--- src/common/fpes_params.svh ---
/*
 * constants of the flash page erase selector: register indices and byte
 * addresses, field positions, reset values and array geometry.
 * assumes it is included by its bare name; definitions only.
 */
// Behaviour
// - flash is split into 512-byte pages; a page is the least erasable region
// - each page holds 8 rows of 64 bytes
// - the high sector at the top has its own write and erase permission
// - the first 2 bytes of flash are option bytes, not program storage
// - the page select register picks any one of 128 pages for erase
// - page erase writes FFH to every byte whose address[15:9] equals the page, except the option bytes while opt_en is clear
// - page index is register bits 6:0 and maps onto address bits 15:9
`ifndef FPES_PARAMS_SVH
`define FPES_PARAMS_SVH

// ****************************************************************
// geometry
// ****************************************************************
`define FPES_PAGE_BYTES     512
`define FPES_ROWS           8
`define FPES_ROW_BYTES      64
`define FPES_PAGES          128
`define FPES_OPT_BYTES      16'h0002
`define FPES_ERASED         8'hFF
`define FPES_HS_FIRST_PAGE  7'h70

// ****************************************************************
// register map: index, byte address is four times the index
// ****************************************************************
`define FPES_IDX_SEL        12'hFF9
`define FPES_IDX_CTRL       12'hFFA
`define FPES_IDX_STAT       12'hFFB
`define FPES_ADDR_SEL       16'h3FE4
`define FPES_ADDR_CTRL      16'h3FE8
`define FPES_ADDR_STAT      16'h3FEC

// ****************************************************************
// fields and reset values
// ****************************************************************
`define FPES_SEL_RST        8'h00
`define FPES_PAGE_MSB       6
`define FPES_CTRL_START     0
`define FPES_CTRL_HS_EN     1
`define FPES_CTRL_OPT_EN    2
`define FPES_STAT_BUSY      0
`define FPES_STAT_DONE      1
`define FPES_STAT_REFUSED   2

`endif

--- src/common/fpes_pkg.sv ---
/*
 * types of the flash page erase selector.
 * assumes the constants header is compiled alongside.
 */
package fpes_pkg;

    // ****************************************************************
    // sequencer states
    // ****************************************************************
    typedef enum logic [2:0]
    {
        FPES_IDLE   = 3'b001,
        FPES_ERASE  = 3'b010,
        FPES_FINISH = 3'b100
    } fpes_state_t;

endpackage : fpes_pkg

--- src/core/fpes_sticky.sv ---
/*
 * sticky status flag: hardware sets, software clears.
 * assumes set and clear come from logic on the same clock.
 */
`timescale 1ns/1ps
`default_nettype none
module fpes_sticky
(
    // system
    input  wire logic clock,
    input  wire logic srst,
    // events
    input  wire logic set,
    input  wire logic clr,
    // flag
    output var  logic q
);
    logic next_q;

    // set wins over a clear in the same cycle
    always_comb
    begin
        next_q = set | (q & ~clr);
    end

    always_ff @(posedge clock)
    begin
        if (srst)
            q <= 1'b0;
        else
            q <= next_q;
    end
endmodule : fpes_sticky
`default_nettype wire

--- src/core/fpes_walk.sv ---
/*
 * row and byte walker across one flash page.
 * assumes start and step never rise together.
 */
`timescale 1ns/1ps
`default_nettype none
`include "fpes_params.svh"
module fpes_walk
#(
    parameter  int ROWS      = `FPES_ROWS,
    parameter  int ROW_BYTES = `FPES_ROW_BYTES,
    localparam int RW        = $clog2(ROWS),
    localparam int CW        = $clog2(ROW_BYTES)
)
(
    // system
    input  wire logic          clock,
    input  wire logic          srst,
    // control
    input  wire logic          start,
    input  wire logic          step,
    // position
    output var  logic [RW-1:0] row,
    output var  logic [CW-1:0] col,
    output var  logic          last
);
    logic [RW-1:0] next_row;
    logic [CW-1:0] next_col;

    always_comb
    begin
        next_row = row;
        next_col = col;
        last     = step && (row == RW'(ROWS - 1)) && (col == CW'(ROW_BYTES - 1));
        if (start)
        begin
            next_row = '0;
            next_col = '0;
        end
        else if (step)
        begin
            if (col == CW'(ROW_BYTES - 1))
            begin
                next_col = '0;
                next_row = row + RW'(1);
            end
            else
                next_col = col + CW'(1);
        end
    end

    always_ff @(posedge clock)
    begin
        if (srst)
        begin
            row <= '0;
            col <= '0;
        end
        else
        begin
            row <= next_row;
            col <= next_col;
        end
    end
endmodule : fpes_walk
`default_nettype wire

--- src/core/fpes_flash_page_erase_select.sv ---
/*
 * flash page erase selector: avalon-mm register slave and a sequencer
 * that writes the erased value over every byte of the chosen page except the option bytes while opt_en is clear.
 * assumes a flash write port that accepts one byte per clock, and a
 * single 40 MHz clock with synchronous active-high reset.
 */
`timescale 1ns/1ps
`default_nettype none
`include "fpes_params.svh"
module fpes_flash_page_erase_select
    import fpes_pkg::*;
#(
    parameter logic [6:0] HS_FIRST_PAGE = `FPES_HS_FIRST_PAGE
)
(
    // system
    input  wire logic        clock,
    input  wire logic        srst,
    // avalon-mm slave
    input  wire logic [15:0] address,
    input  wire logic        read,
    input  wire logic        write,
    input  wire logic [31:0] writedata,
    input  wire logic [3:0]  byteenable,
    output var  logic [31:0] readdata,
    output var  logic        waitrequest,
    // flash write port
    output var  logic [15:0] flash_addr,
    output var  logic [7:0]  flash_wdata,
    output var  logic        flash_we
);
    // ****************************************************************
    // declarations
    // ****************************************************************
    fpes_state_t state;
    fpes_state_t next_state;
    logic [7:0]  flash_erase_target_select;
    logic [7:0]  next_flash_erase_target_select;
    logic        hs_en;
    logic        next_hs_en;
    logic        opt_en;
    logic        next_opt_en;
    logic [6:0]  erase_page;
    logic [6:0]  next_erase_page;
    logic [31:0] next_readdata;
    logic        next_waitrequest;
    logic [15:0] next_flash_addr;
    logic [7:0]  next_flash_wdata;
    logic        next_flash_we;
    logic        wr_go;
    logic        start_req;
    logic        done_clr;
    logic        refused_clr;
    logic        go_erase;
    logic        refuse;
    logic        hs_page;
    logic        done;
    logic        refused;
    logic        busy;
    logic [2:0]  row;
    logic [5:0]  col;
    logic        walk_last;
    logic [15:0] walk_addr;

    // ****************************************************************
    // avalon slave: one wait cycle, answer when waitrequest falls
    // ****************************************************************
    assign wr_go = write && !waitrequest;
    assign busy  = (state != FPES_IDLE);

    always_comb
    begin
        next_waitrequest = !((read || write) && waitrequest);
        next_readdata    = readdata;
        if (read && waitrequest)
        begin
            next_readdata = 32'h0000_0000;
            case (address)
                `FPES_ADDR_SEL:  next_readdata[7:0] = flash_erase_target_select;
                `FPES_ADDR_CTRL:
                begin
                    next_readdata[`FPES_CTRL_HS_EN]  = hs_en;
                    next_readdata[`FPES_CTRL_OPT_EN] = opt_en;
                end
                `FPES_ADDR_STAT:
                begin
                    next_readdata[`FPES_STAT_BUSY]    = busy;
                    next_readdata[`FPES_STAT_DONE]    = done;
                    next_readdata[`FPES_STAT_REFUSED] = refused;
                end
                default:         next_readdata = 32'h0000_0000;
            endcase
        end
    end

    // ****************************************************************
    // register writes
    // ****************************************************************
    // the target cannot move under a running erase; such writes are dropped
    always_comb
    begin
        next_flash_erase_target_select = flash_erase_target_select;
        next_hs_en  = hs_en;
        next_opt_en = opt_en;
        start_req   = 1'b0;
        done_clr    = 1'b0;
        refused_clr = 1'b0;
        if (wr_go && byteenable[0])
        begin
            case (address)
                `FPES_ADDR_SEL:
                begin
                    if (!busy)
                        next_flash_erase_target_select = writedata[7:0];
                end
                `FPES_ADDR_CTRL:
                begin
                    next_hs_en  = writedata[`FPES_CTRL_HS_EN];
                    next_opt_en = writedata[`FPES_CTRL_OPT_EN];
                    start_req   = writedata[`FPES_CTRL_START];
                end
                `FPES_ADDR_STAT:
                begin
                    done_clr    = writedata[`FPES_STAT_DONE];
                    refused_clr = writedata[`FPES_STAT_REFUSED];
                end
                default:
                begin
                    start_req = 1'b0;
                end
            endcase
        end
    end

    always_ff @(posedge clock)
    begin
        if (srst)
        begin
            waitrequest               <= 1'b1;
            readdata                  <= 32'h0000_0000;
            flash_erase_target_select <= `FPES_SEL_RST;
            hs_en                     <= 1'b0;
            opt_en                    <= 1'b0;
        end
        else
        begin
            waitrequest               <= next_waitrequest;
            readdata                  <= next_readdata;
            flash_erase_target_select <= next_flash_erase_target_select;
            hs_en                     <= next_hs_en;
            opt_en                    <= next_opt_en;
        end
    end

    // ****************************************************************
    // erase sequencer
    // ****************************************************************
    assign hs_page = flash_erase_target_select[`FPES_PAGE_MSB:0] >= HS_FIRST_PAGE;

    always_comb
    begin
        next_state      = state;
        next_erase_page = erase_page;
        go_erase        = 1'b0;
        refuse          = 1'b0;
        case (state)
            FPES_IDLE:
            begin
                if (start_req)
                begin
                    if (hs_page && !hs_en)
                        refuse = 1'b1;
                    else
                    begin
                        go_erase        = 1'b1;
                        next_erase_page = flash_erase_target_select[`FPES_PAGE_MSB:0];
                        next_state      = FPES_ERASE;
                    end
                end
            end
            FPES_ERASE:
            begin
                if (walk_last)
                    next_state = FPES_FINISH;
            end
            FPES_FINISH:
            begin
                next_state = FPES_IDLE;
            end
            default:
            begin
                next_state = FPES_IDLE;
            end
        endcase
    end

    always_ff @(posedge clock)
    begin
        if (srst)
        begin
            state      <= FPES_IDLE;
            erase_page <= 7'h00;
        end
        else
        begin
            state      <= next_state;
            erase_page <= next_erase_page;
        end
    end

    fpes_walk
    #(
        .ROWS      (`FPES_ROWS),
        .ROW_BYTES (`FPES_ROW_BYTES)
    )
    u_walk
    (
        .clock (clock),
        .srst  (srst),
        .start (go_erase),
        .step  (state == FPES_ERASE),
        .row   (row),
        .col   (col),
        .last  (walk_last)
    );

    fpes_sticky u_done
    (
        .clock (clock),
        .srst  (srst),
        .set   (state == FPES_FINISH),
        .clr   (done_clr),
        .q     (done)
    );

    fpes_sticky u_refused
    (
        .clock (clock),
        .srst  (srst),
        .set   (refuse),
        .clr   (refused_clr),
        .q     (refused)
    );

    // ****************************************************************
    // flash write port
    // ****************************************************************
    // option bytes survive a page 0 erase unless software opts in
    assign walk_addr = {erase_page, row, col};

    always_comb
    begin
        next_flash_addr  = walk_addr;
        next_flash_wdata = `FPES_ERASED;
        next_flash_we    = (state == FPES_ERASE) &&
                           !((walk_addr < `FPES_OPT_BYTES) && !opt_en);
    end

    always_ff @(posedge clock)
    begin
        if (srst)
        begin
            flash_addr  <= 16'h0000;
            flash_wdata <= 8'h00;
            flash_we    <= 1'b0;
        end
        else
        begin
            flash_addr  <= next_flash_addr;
            flash_wdata <= next_flash_wdata;
            flash_we    <= next_flash_we;
        end
    end

    // ****************************************************************
    // checks
    // ****************************************************************
    logic [9:0] cyc_cnt;
    logic       hs_ok;

    always_ff @(posedge clock)
    begin
        if (srst || go_erase)
        begin
            cyc_cnt <= 10'h000;
            hs_ok   <= hs_en;
        end
        else if (state == FPES_ERASE)
            cyc_cnt <= cyc_cnt + 10'h001;
    end
endmodule : fpes_flash_page_erase_select
`default_nettype wire

--- config.mk ---
export PLATFORM = sky130hd
export DESIGN_NAME = fpes_flash_page_erase_select
export DESIGN_NICKNAME = d
export VERILOG_FILES = /design/src/common/fpes_pkg.sv /design/src/core/fpes_sticky.sv /design/src/core/fpes_walk.sv /design/src/core/fpes_flash_page_erase_select.sv
export VERILOG_INCLUDE_DIRS = /design/src /design/src/common
export SDC_FILE = /design/constraint.sdc
export NUM_CORES = 1
export LEC_CHECK = 0
export BUFFER_PORTS_ARGS = -buffer_cell sky130_fd_sc_hd__buf_2
export CORE_UTILIZATION = 42
export CTS_CLUSTER_SIZE = 14
export DETAILED_ROUTE_END_ITERATION = 8
export PLACE_DENSITY = 0.72
export SLEW_MARGIN = 20
export SYNTH_ARGS = -nofsm -noshare
export SYNTH_HDL_FRONTEND = slang
export SYNTH_SLANG_ARGS = --single-unit
--- constraint.sdc ---
create_clock -name clock -period 1.63 [get_ports clock]
set_input_delay 0.0815 -clock clock [delete_from_list [all_inputs] [get_ports clock]]
set_output_delay 0.0815 -clock clock [all_outputs]
set_load 0.05 [all_outputs]
# Word-level counts from Yosys, hierarchy flattened
# Index checks and enable logic that the tools add are counted.
word_totals:
  regBits: 65
  out_inout_bits: 58
  in_bits: 56
op_classes:
  bitwise: 8
  eq_ne: 12
  mux: 21
  reduce_logical: 21
  n_addsub: 2
  order_cmp: 2
ops:
  columns: ["cell", "count"]
  rows:
  - ["== test 16 x 14 -> 1 bit (second input constant)", 3]
  - ["< comparator 16 x 2 -> 1 bit (second input constant)", 1]
  - ["two-way mux 1 bit", 12]
  - ["logical AND 1 bit", 9]
  - ["two-way mux 3 bit", 3]
  - ["AND reduction 3 bit", 3]
  - ["two-way mux 8 bit", 1]
  - [">= comparator 7 bit (second input constant)", 1]
  - ["adder 6 x 1 -> 6 bit (second input constant)", 1]
  - ["== test 3 bit (second input constant)", 2]
  - ["== test 6 bit (second input constant)", 1]
  - ["two-way mux 6 bit", 1]
  - ["!= test 2 bit (second input constant)", 3]
  - ["case mux 2 bit (3 select lines)", 1]
  - ["case mux 3 bit (2 select lines)", 1]
  - ["logical NOT 1 bit", 5]
  - ["two-way mux 5 bit", 1]
  - ["inverter 1 bit", 4]
  - ["AND reduction 2 bit", 2]
  - ["adder 3 x 1 -> 3 bit (second input constant)", 1]
  - ["== test 3 x 1 -> 1 bit (second input constant)", 1]
  - ["== test 3 x 2 -> 1 bit (second input constant)", 1]
  - ["!= test 3 x 1 -> 1 bit (second input constant)", 1]
  - ["bitwise AND 1 bit", 2]
  - ["4 further kinds", 5]

# Longest topological paths before layout
# Gate-level depths: netlist (run 1).
depth:
  depth_word: 7
  mapped_depth: 7
  depth_no_buf: 4

# Hierarchy
# A second synthesis (run 1) with hierarchy kept.
unflattened:
  hier_cells: 277
  area_unflattened_um2: 2590.0
by_module_without_submodules:
  columns: ["mod", "instances", "area_each_um2", "cells_each", "seq_area_each_um2"]
  rows:
  - ["fpes_flash_page_erase_select", 1, 2092.0, 224, 940.9]
  - ["fpes_walk", 1, 420.4, 45, 180.2]
  - ["fpes_sticky", 2, 38.8, 4, 20.0]

# Worst setup path after synthesis (run 1)
# Ideal clock, no wire load.
synth_timing:
  kind: "register to register"
  startpoint: "reg waitrequest"
  endpoint: "reg erase_page[2]"
  setup_ps: 72
  arrival_time_ps: 1731
  synth_period_minus_slack_ps: 1803
  path_buffers: 2
  slack_ps: -173
  path_stages_with_launch: 7
  cell_sequence: "dfxtp_1 > nand3b_1 > nor4b_4 > and4_1 > buf_6 > buf_12 > mux2i_1"
synth_between:
  elab_chain_cells: 5
synth_rtl:
  columns: ["item", "line", "source"]
  rows:
  - ["from (decl)", "fpes_flash_page_erase_select.sv:26", "output var logic waitrequest,"]
  - ["from (signal assigned)", "fpes_flash_page_erase_select.sv:147", "waitrequest <= next_waitrequest;"]
  - ["logical NOT 1 bit", "fpes_flash_page_erase_select.sv:68", "assign wr_go = write && !waitrequest;"]
  - ["logical AND 1 bit", "fpes_flash_page_erase_select.sv:68", null]
  - ["logical AND 1 bit", "fpes_flash_page_erase_select.sv:108", "if (wr_go && byteenable[0])"]
  - ["two-way mux 1 bit", "fpes_flash_page_erase_select.sv:108", null]
  - ["AND reduction 3 bit (no line)", null, null]
  - ["to (signal assigned)", "fpes_flash_page_erase_select.sv:207", "erase_page <= next_erase_page;"]
  - ["to (decl)", "fpes_flash_page_erase_select.sv:43", "logic [6:0] erase_page;"]
# No other way between the ends.
# A chain may end at the register's enable or synchronous reset.

# Final worst setup path (run 1)
layout_timing:
  startpoint: "reg waitrequest"
  endpoint: "reg flash_erase_target_select[0]"
layout_between:
  elab_chain_cells: 4
layout_rtl:
  columns: ["item", "line", "source"]
  rows:
  - ["logical NOT 1 bit", "fpes_flash_page_erase_select.sv:68", null]
  - ["logical AND 1 bit", "fpes_flash_page_erase_select.sv:68", null]
  - ["logical AND 1 bit", "fpes_flash_page_erase_select.sv:108", null]
  - ["AND reduction 3 bit (no line)", null, null]
  - ["to (signal assigned)", "fpes_flash_page_erase_select.sv:141", "flash_erase_target_select <= `FPES_SEL_RST;"]
  - ["to (signal assigned)", "fpes_flash_page_erase_select.sv:149", "flash_erase_target_select <= next_flash_erase_target_select;"]
  - ["to (decl)", "fpes_flash_page_erase_select.sv:37", "logic [7:0] flash_erase_target_select;"]
# No other way between the ends.

==> flow_summary_export.csv, run 1 <==
group,metric,value,unit
sta,hold_viol,0,
clocking,cts_made_buffers,9,
critical_path,r2r-end,"flash_erase_target_select[0]$_SDFFE_PP0P_",
sta,grt_setup_unrepaired,"yes",
global_route,grt_pass1_vias,1829,
sta,tns,0,ns
placement,dp_cells,398,
route,post_drt_wl_per_cell,12.7,um
critical_path,cp.arrival,1.86,ns
critical_path,crit_family,"simple AND/OR/NAND/NOR gates",
layout,fin_cells,420,
sta,max_freq,0.621,GHz
layout,diodes,0,
layout,fin_nets,401,
die,die_height,80.1,um
pwr,powerDensity,891,nW/um^2
layout,synthToLayoutAreaGrowth,21.8,%
pwr,p_clk_share,38.1,%
synth,ys_warn_count,0,
sta,finalCriticalPeriod,1.61,ns
synth,postSynthAreaPerCell,9.60,um^2
pwr,cellLeakagePower,1.39,nW
clocking,htreeDepth,3,
sta,min_period_over_period,98.8,%
critical_path,crit_required,1.87,ns
synth,synth_seq_cells,58,
clocking,path_clk_slew,0.07,ns
pwr,intPower,2.02,mW
layout,multi_input_area,1170,um^2
critical_path,slowest_delay,0.34,ns
pwr,power_switching,759,uW
run_status,status,"finished clean",
critical_path,crit_buf_inv,1,
global_route,grt.overflow.total,0,
placement,place_congestion,0.931,
critical_path,crit_path_end,"flash_erase_target_select[0]$_SDFFE_PP0P_",
hold_path,min_path_type,"primary input to register",
critical_path,path_depth,5,
layout,final_layout_size_suffix_gt1_share,30.4,%
critical_path,crit_path_start_kind,"register",
pwr,p_comb_share,10.7,%
critical_path,worstPathMaxFanout,8,
clocking,clock_sinks,58,
placement,hpwl,3980,um
clocking,cts-root-buf,"clkbuf_8",
placement,dp_slack,-0.118,ns
critical_path,r2r_start,"waitrequest$_SDFF_PP1_",
sta,skew,0.0109,ns
synth,synth_cells,267,
critical_path,criticalPathCategory,"register to register",
route,num_vias,2078,
critical_path,r2r_slack,0.02,ns
route,vias_per_cell,4.95,
synth,synth_flop_cell,"dfxtp_1",
pwr,p_seq_share,51.2,%
global_route,grt_use_total,17.8,%
global_route,antenna_found_initial,0,
synth,ys_types,53,
critical_path,crit_slowest_cell,"dfxtp_4",
die,num_rows,28,
route,drtPass1Iterations,6,
die,die_area,6420,um^2
flow_run,cap_viol_max_count,0,
synth,netlist_area,2560,um^2
pwr,peakVddDrop,0.000454,V
synth,yosysSeqAreaShare,45.3,%
route,antenna_left,0,
sta,slew_violations,0,
global_route,grt_max_degree,29,
placement,portBuffers,62,
layout,seq_area,1170,um^2
clocking,clock_path_buffers,2,
critical_path,crit_chain,"nand3b_1 -> nor4b_4 -> and4b_1 -> buf_12 -> mux2i_2",
layout,final_cell_area,3120,um^2
placement,placed_cell_area,2890,um^2
route,route.detailed.drc,0,
synth,synth-async-reset-ratio,0,%
route,drt_iter0_drc,122,
critical_path,worstRegToRegCells,5,
synth,synth-edff-count,0,
pwr,switching_share,27.3,%
route,drt_wl_total,5320,um
die,start_util,43.3,%
die,core_area,5920,um^2
global_route,grt_first_pass_wirelength,8470,um
sta,finalSetupViolCount,0,
die,die_w,80.1,um
pwr,total_power,2.78,mW
sta,setup_slack,0.0189,ns
clocking,worstSkewPairLatency,0.33,ns
critical_path,crit_path_end_kind,"register",
clocking,cts_tree,"done",
die,io_pins,114,
layout,nFillCells,565,
critical_path,startpoint,"waitrequest$_SDFF_PP1_",
==> registers in the layout, indices dropped and copies added (netlist names) <==
signal	flops
flash_addr	16
flash_erase_target_select	8
readdata	8
erase_page	7
u_walk.col	6
state	3
u_walk.row	3
flash_wdata	1
flash_we	1
hs_en	1
opt_en	1
u_done.q	1
u_refused.q	1
waitrequest	1
==> worst register-to-register path: cells and delay by family (launching register included) <==
kind / cells / cell delay [ns]
simple gates: 3 / 0.83
flops: 1 / 0.34
mux: 1 / 0.21
buf+inv: 1 / 0.15
==> stage by stage <==
step | hold slack [ns] | utilization (%)
final | 0.0153 | 52.7
after global routing | 0.0233 | 52.7
after CTS | 0.00314 | 52.4
after detailed placement | 0.322 | 48.7
after global placement | 0.301 | 48.7
after floorplan | 0.187 | -
==> how the worst min path moves through the flow <==
| stage | cells after the start | end | slack, ns | start |
|---|---|---|---|---|
| final | 3 | flash_erase_target_select[4]$_SDFFE_PP0P_ | 0.02 | writedata[4] |
| after global routing | 3 | flash_erase_target_select[4]$_SDFFE_PP0P_ | 0.02 | writedata[4] |
| after CTS | 3 | flash_erase_target_select[4]$_SDFFE_PP0P_ | 0.003 | writedata[4] |
| after detailed placement | 2 | waitrequest$_SDFF_PP1_ | 0.32 | write |
| after global placement | 2 | waitrequest$_SDFF_PP1_ | 0.30 | write |
| after floorplan | 1 | waitrequest$_SDFF_PP1_ | 0.19 | write |
==> repair_timing <==
action	in CTS	in global routing
hold buffers	6	0
buffers inserted	0	1
resized for setup	1	4
hold endpoints to repair	5	0
endpoints found under the setup margin	14	19
pin swaps	2	2
cloned	0	0
==> cell usage in the layout, fill, tap and decap left out, drive strengths merged, types with 2 or more instances in the layout <==
master | Yosys | routed
buf | 37 | 77
a21oi | 4 | 4
inv | 9 | 9
nand3 | 4 | 4
nor2 | 12 | 12
nand2 | 31 | 31
mux2 | 2 | 2
and4 | 2 | 2
clkbuf | 6 | 12
nor4 | 6 | 6
a32oi | 5 | 5
dfxtp | 58 | 58
a22oi | 2 | 2
nor4b | 2 | 2
nor2b | 11 | 11
o21ai | 3 | 3
nand4 | 8 | 8
conb | 1 | 24
or3b | 2 | 2
ha | 4 | 4
mux2i | 18 | 18
clkinv | 0 | 2
nand4b | 2 | 2
o41ai | 2 | 2
xor2 | 4 | 4
dlygate4sd3 | 0 | 6
o221a | 2 | 2
nor3 | 9 | 9
nor3b | 2 | 2
and3 | 2 | 2
==> cell type report <==
| type | count | area share (%) |
|---|---|---|
| timing repair buffer | 83 | 16.3 |
| multi-input combinational | 180 | 37.4 |
| clock inverter | 3 | 0.561 |
| sequential | 58 | 37.4 |
| inverter | 9 | 1.08 |
| tap | 75 | 3.01 |
| clock buffer | 12 | 4.33 |
==> cells by family after synthesis <==
logic type      share of synthesized area [%]
simple gates                             22.6
flops                                    45.3
buf+inv                                  13.3
compound gates                           7.08
mux                                      7.91
xor+xnor                                 1.71
fa+ha+maj                                1.95
other cells                             0.146
==> synth_stat cells (all sizes together), types with 2 or more instances <==
| cell | count | share of area [%] |
|---|---|---|
| xor2 | 4 | 1.4 |
| inv | 9 | 1.3 |
| nor4 | 6 | 1.5 |
| nor3b | 2 | 0.59 |
| a21oi | 4 | 0.78 |
| nand2 | 31 | 4.5 |
| nor3 | 9 | 2.0 |
| nor2b | 11 | 2.7 |
| o41ai | 2 | 0.68 |
| buf | 37 | 11 |
| ha | 4 | 2.0 |
| mux2 | 2 | 0.88 |
| or3b | 2 | 0.68 |
| nand4b | 2 | 0.68 |
| and4 | 2 | 0.68 |
| o21ai | 3 | 0.59 |
| a32oi | 5 | 1.7 |
| nand4 | 8 | 2.0 |
| nor4b | 2 | 1.3 |
| a22oi | 2 | 0.59 |
| mux2i | 18 | 7.0 |
| clkbuf | 6 | 0.88 |
| and3 | 2 | 0.49 |
| o221a | 2 | 0.88 |
| nor2 | 12 | 1.8 |
| dfxtp | 58 | 45 |
| nand3 | 4 | 0.78 |
==> routing by layer <==
layer  vias to the layer above  part of all wire, %  GRT usage (%)
li1                       1032                    -              -
met1                       954                   46           22.6
met2                        83                   46           27.6
met3                         9                  6.2           5.00
met4                         0                  1.8           8.57
met5                         -                    0              0
==> power by group through the flow <==
stage / sequential (mW) / clock [mW] / combinational, mW
finish: 1.42 / 1.06 / 0.299
global route: 1.42 / 1.15 / 0.319
CTS: 1.42 / 1.09 / 0.298
detailed placement: 1.45 / 0 / 0.286
global placement: 1.45 / 0 / 0.284
floorplan: 1.47 / 0 / 0.264
Power figures use the tool's default switching activity.
==> run 2: changes to the inputs <==
- ABC_CLOCK_PERIOD_IN_PS: not set -> 1630
- BUFFER_PORTS_ARGS: -buffer_cell sky130_fd_sc_hd__buf_2 -> -buffer_cell sky130_fd_sc_hd__buf_4
- SETUP_SLACK_MARGIN: not set -> 0.3
==> run 2 against run 1 <==
Worst hold slack better by 0.0073 ns. Clock-buffer cell count shrank 1. Fmax increased by 4.2%. Largest power group unchanged.
==> flow_summary_export.csv, run 2 (same netlist as run 1, synthesis figures left out) <==
group,metric,value,unit
run_status,status,"finished clean",
sta,hold_viol,0,
sta,finalCriticalPeriod,1.55,ns
global_route,grt.overflow.total,0,
layout,final_layout_size_suffix_gt1_share,33.5,%
critical_path,criticalPathCategory,"register to register",
pwr,powerDensity,842,nW/um^2
critical_path,cp.arrival,1.81,ns
hold_path,worstHoldPathCells,3,
critical_path,crit_buf_inv,1,
layout,fin_nets,406,
clocking,htreeDepth,3,
die,start_util,43.3,%
critical_path,r2r-end,"erase_page[1]$_SDFFE_PP0P_",
flow_run,cap_viol_max_count,0,
layout,final_cell_mix,"72 x buf_4, 55 x dfxtp_1, 31 x nand2_1, 24 x conb_1, 18 x mux2i_1",
clocking,cts_made_buffers,9,
sta,grt_setup_unrepaired,"yes",
layout,regMostFlops,"flash_addr",
layout,layout_commonest_cell,"buf_4",
hold_path,hold_path_startpoint,"writedata[0]",
sta,slew-limit-headroom,65.2,%
sta,slew_violations,0,
critical_path,crit_slowest_cell,"dfxtp_4",
clocking,cts-root-buf,"clkbuf_8",
layout,diodes,0,
critical_path,r2r_slack,0.08,ns
route,antenna_left,0,
pwr,total_power,2.87,mW
sta,setup_slack,0.0838,ns
sta,skew,0.0109,ns
sta,max_slew.worst_pin.slew,0.518,ns
die,io_pins,114,
critical_path,r2r_start,"waitrequest$_SDFF_PP1_",
hold_path,min_path_type,"primary input to register",
clocking,worstSkewPairLatency,0.34,ns
placement,dp_slack,-0.123,ns
sta,finalSetupViolCount,0,
route,drt_iter0_drc,124,
sta,tns,0,ns
clocking,clock_sinks,58,
critical_path,crit_family,"simple AND/OR/NAND/NOR gates",
critical_path,startpoint,"waitrequest$_SDFF_PP1_",
clocking,cts_tree,"done",
die,die_area,6420,um^2
route,route.detailed.drc,0,
global_route,antenna_found_initial,0,
placement,hpwl,3920,um
critical_path,crit_path_end_kind,"register",
clocking,path_clk_slew,0.07,ns
route,vias_per_cell,4.90,
global_route,grt_use_total,18.7,%
route,drtPass1Iterations,4,
global_route,grt_pass1_vias,1828,
die,core_area,5920,um^2
critical_path,worstRegToRegCells,5,
route,num_vias,2079,
placement,dp_cells,398,
global_route,grt_max_degree,29,
route,post_drt_wl_per_cell,13.3,um
critical_path,crit_chain,"nand3b_1 -> nor4b_4 -> and4_1 -> buf_12 -> mux2i_1",
route,drt_wl_total,5640,um
critical_path,crit_path_start_kind,"register",
placement,place_congestion,0.862,
layout,fin_cells,424,
sta,max_freq,0.647,GHz
layout,synthToLayoutAreaGrowth,32.9,%
critical_path,worstPathMaxFanout,15,
layout,largest_register_ffs,16,
pwr,peakVddDrop,0.000489,V
placement,portBuffers,62,
layout,largestRegisters,"flash_addr x16, flash_erase_target_select x8, readdata x8",
global_route,grt_first_pass_wirelength,8730,um
pwr,cellLeakagePower,1.47,nW
clocking,clock_path_buffers,2,
sta,min_period_over_period,94.9,%
die,num_rows,28,
layout,nFillCells,544,
sta,hold-worst-slack,0.0226,ns
hold_path,whs_endpoint,"flash_erase_target_select[0]$_SDFFE_PP0P_",
die,die_height,80.1,um
critical_path,crit_required,1.89,ns
critical_path,slowest_delay,0.34,ns
die,die_w,80.1,um
-- run 2: area by class of cell --
class                      count  area (um^2)  area share, %
tap                           75         93.8           2.75
multi-input combinational    180         1220           36.0
clock inverter                 3         16.3          0.477
inverter                       9         33.8          0.992
sequential                    58         1170           34.3
timing repair buffer          88          729           21.4
clock buffer                  11          141           4.15
-- run 2: timing repair --
item | 4_1_cts | 5_1_grt
pin swaps | 5 | 9
buffers inserted | 0 | 3
resized for setup | 6 | 18
hold endpoints to repair | 7 | 0
hold buffers | 9 | 0
endpoints found under the setup margin | 29 | 37
-- run 2: worst register-to-register path, stage by stage, from the launching register on --
cell and delay [ns]:
dfxtp_4 0.34, nand3b_1 0.23, nor4b_4 0.29, and4_1 0.28, buf_12 0.16, mux2i_1 0.19
-- run 2: worst max-delay path by stage --
stage                                                      to  slack, ns  cells after the start
CTS                                erase_page[1]$_SDFFE_PP0P_       0.08                      5
finish                             erase_page[1]$_SDFFE_PP0P_       0.08                      5
detailed placement                        opt_en$_SDFFE_PP0P_      -0.12                      5
global route        flash_erase_target_select[5]$_SDFFE_PP0P_     -0.001                      5
floorplan                          erase_page[2]$_SDFFE_PP0P_      -0.07                      7
global placement                          opt_en$_SDFFE_PP0P_      -0.12                      5
-- run 2: per-layer routing --
layer  share of wire (%)  global-route usage, %
met5                   0                      0
met4                 1.3                   9.64
met3                 6.5                   5.45
met2                  46                   27.5
met1                  46                   24.6
-- run 2: through the flow --
stage | util (%) | area (um^2)
after floorplan | - | 2670
after global placement | 51.5 | 3050
after detailed placement | 51.5 | 3050
after CTS | 56.2 | 3330
after global routing | 57.5 | 3410
final | 57.5 | 3410
-- run 2: power breakdown --
part	switching [mW]	total, mW	internal [mW]
clock	0.526	1.10	0.571
combinational	0.246	0.348	0.102
sequential	0.00323	1.42	1.42
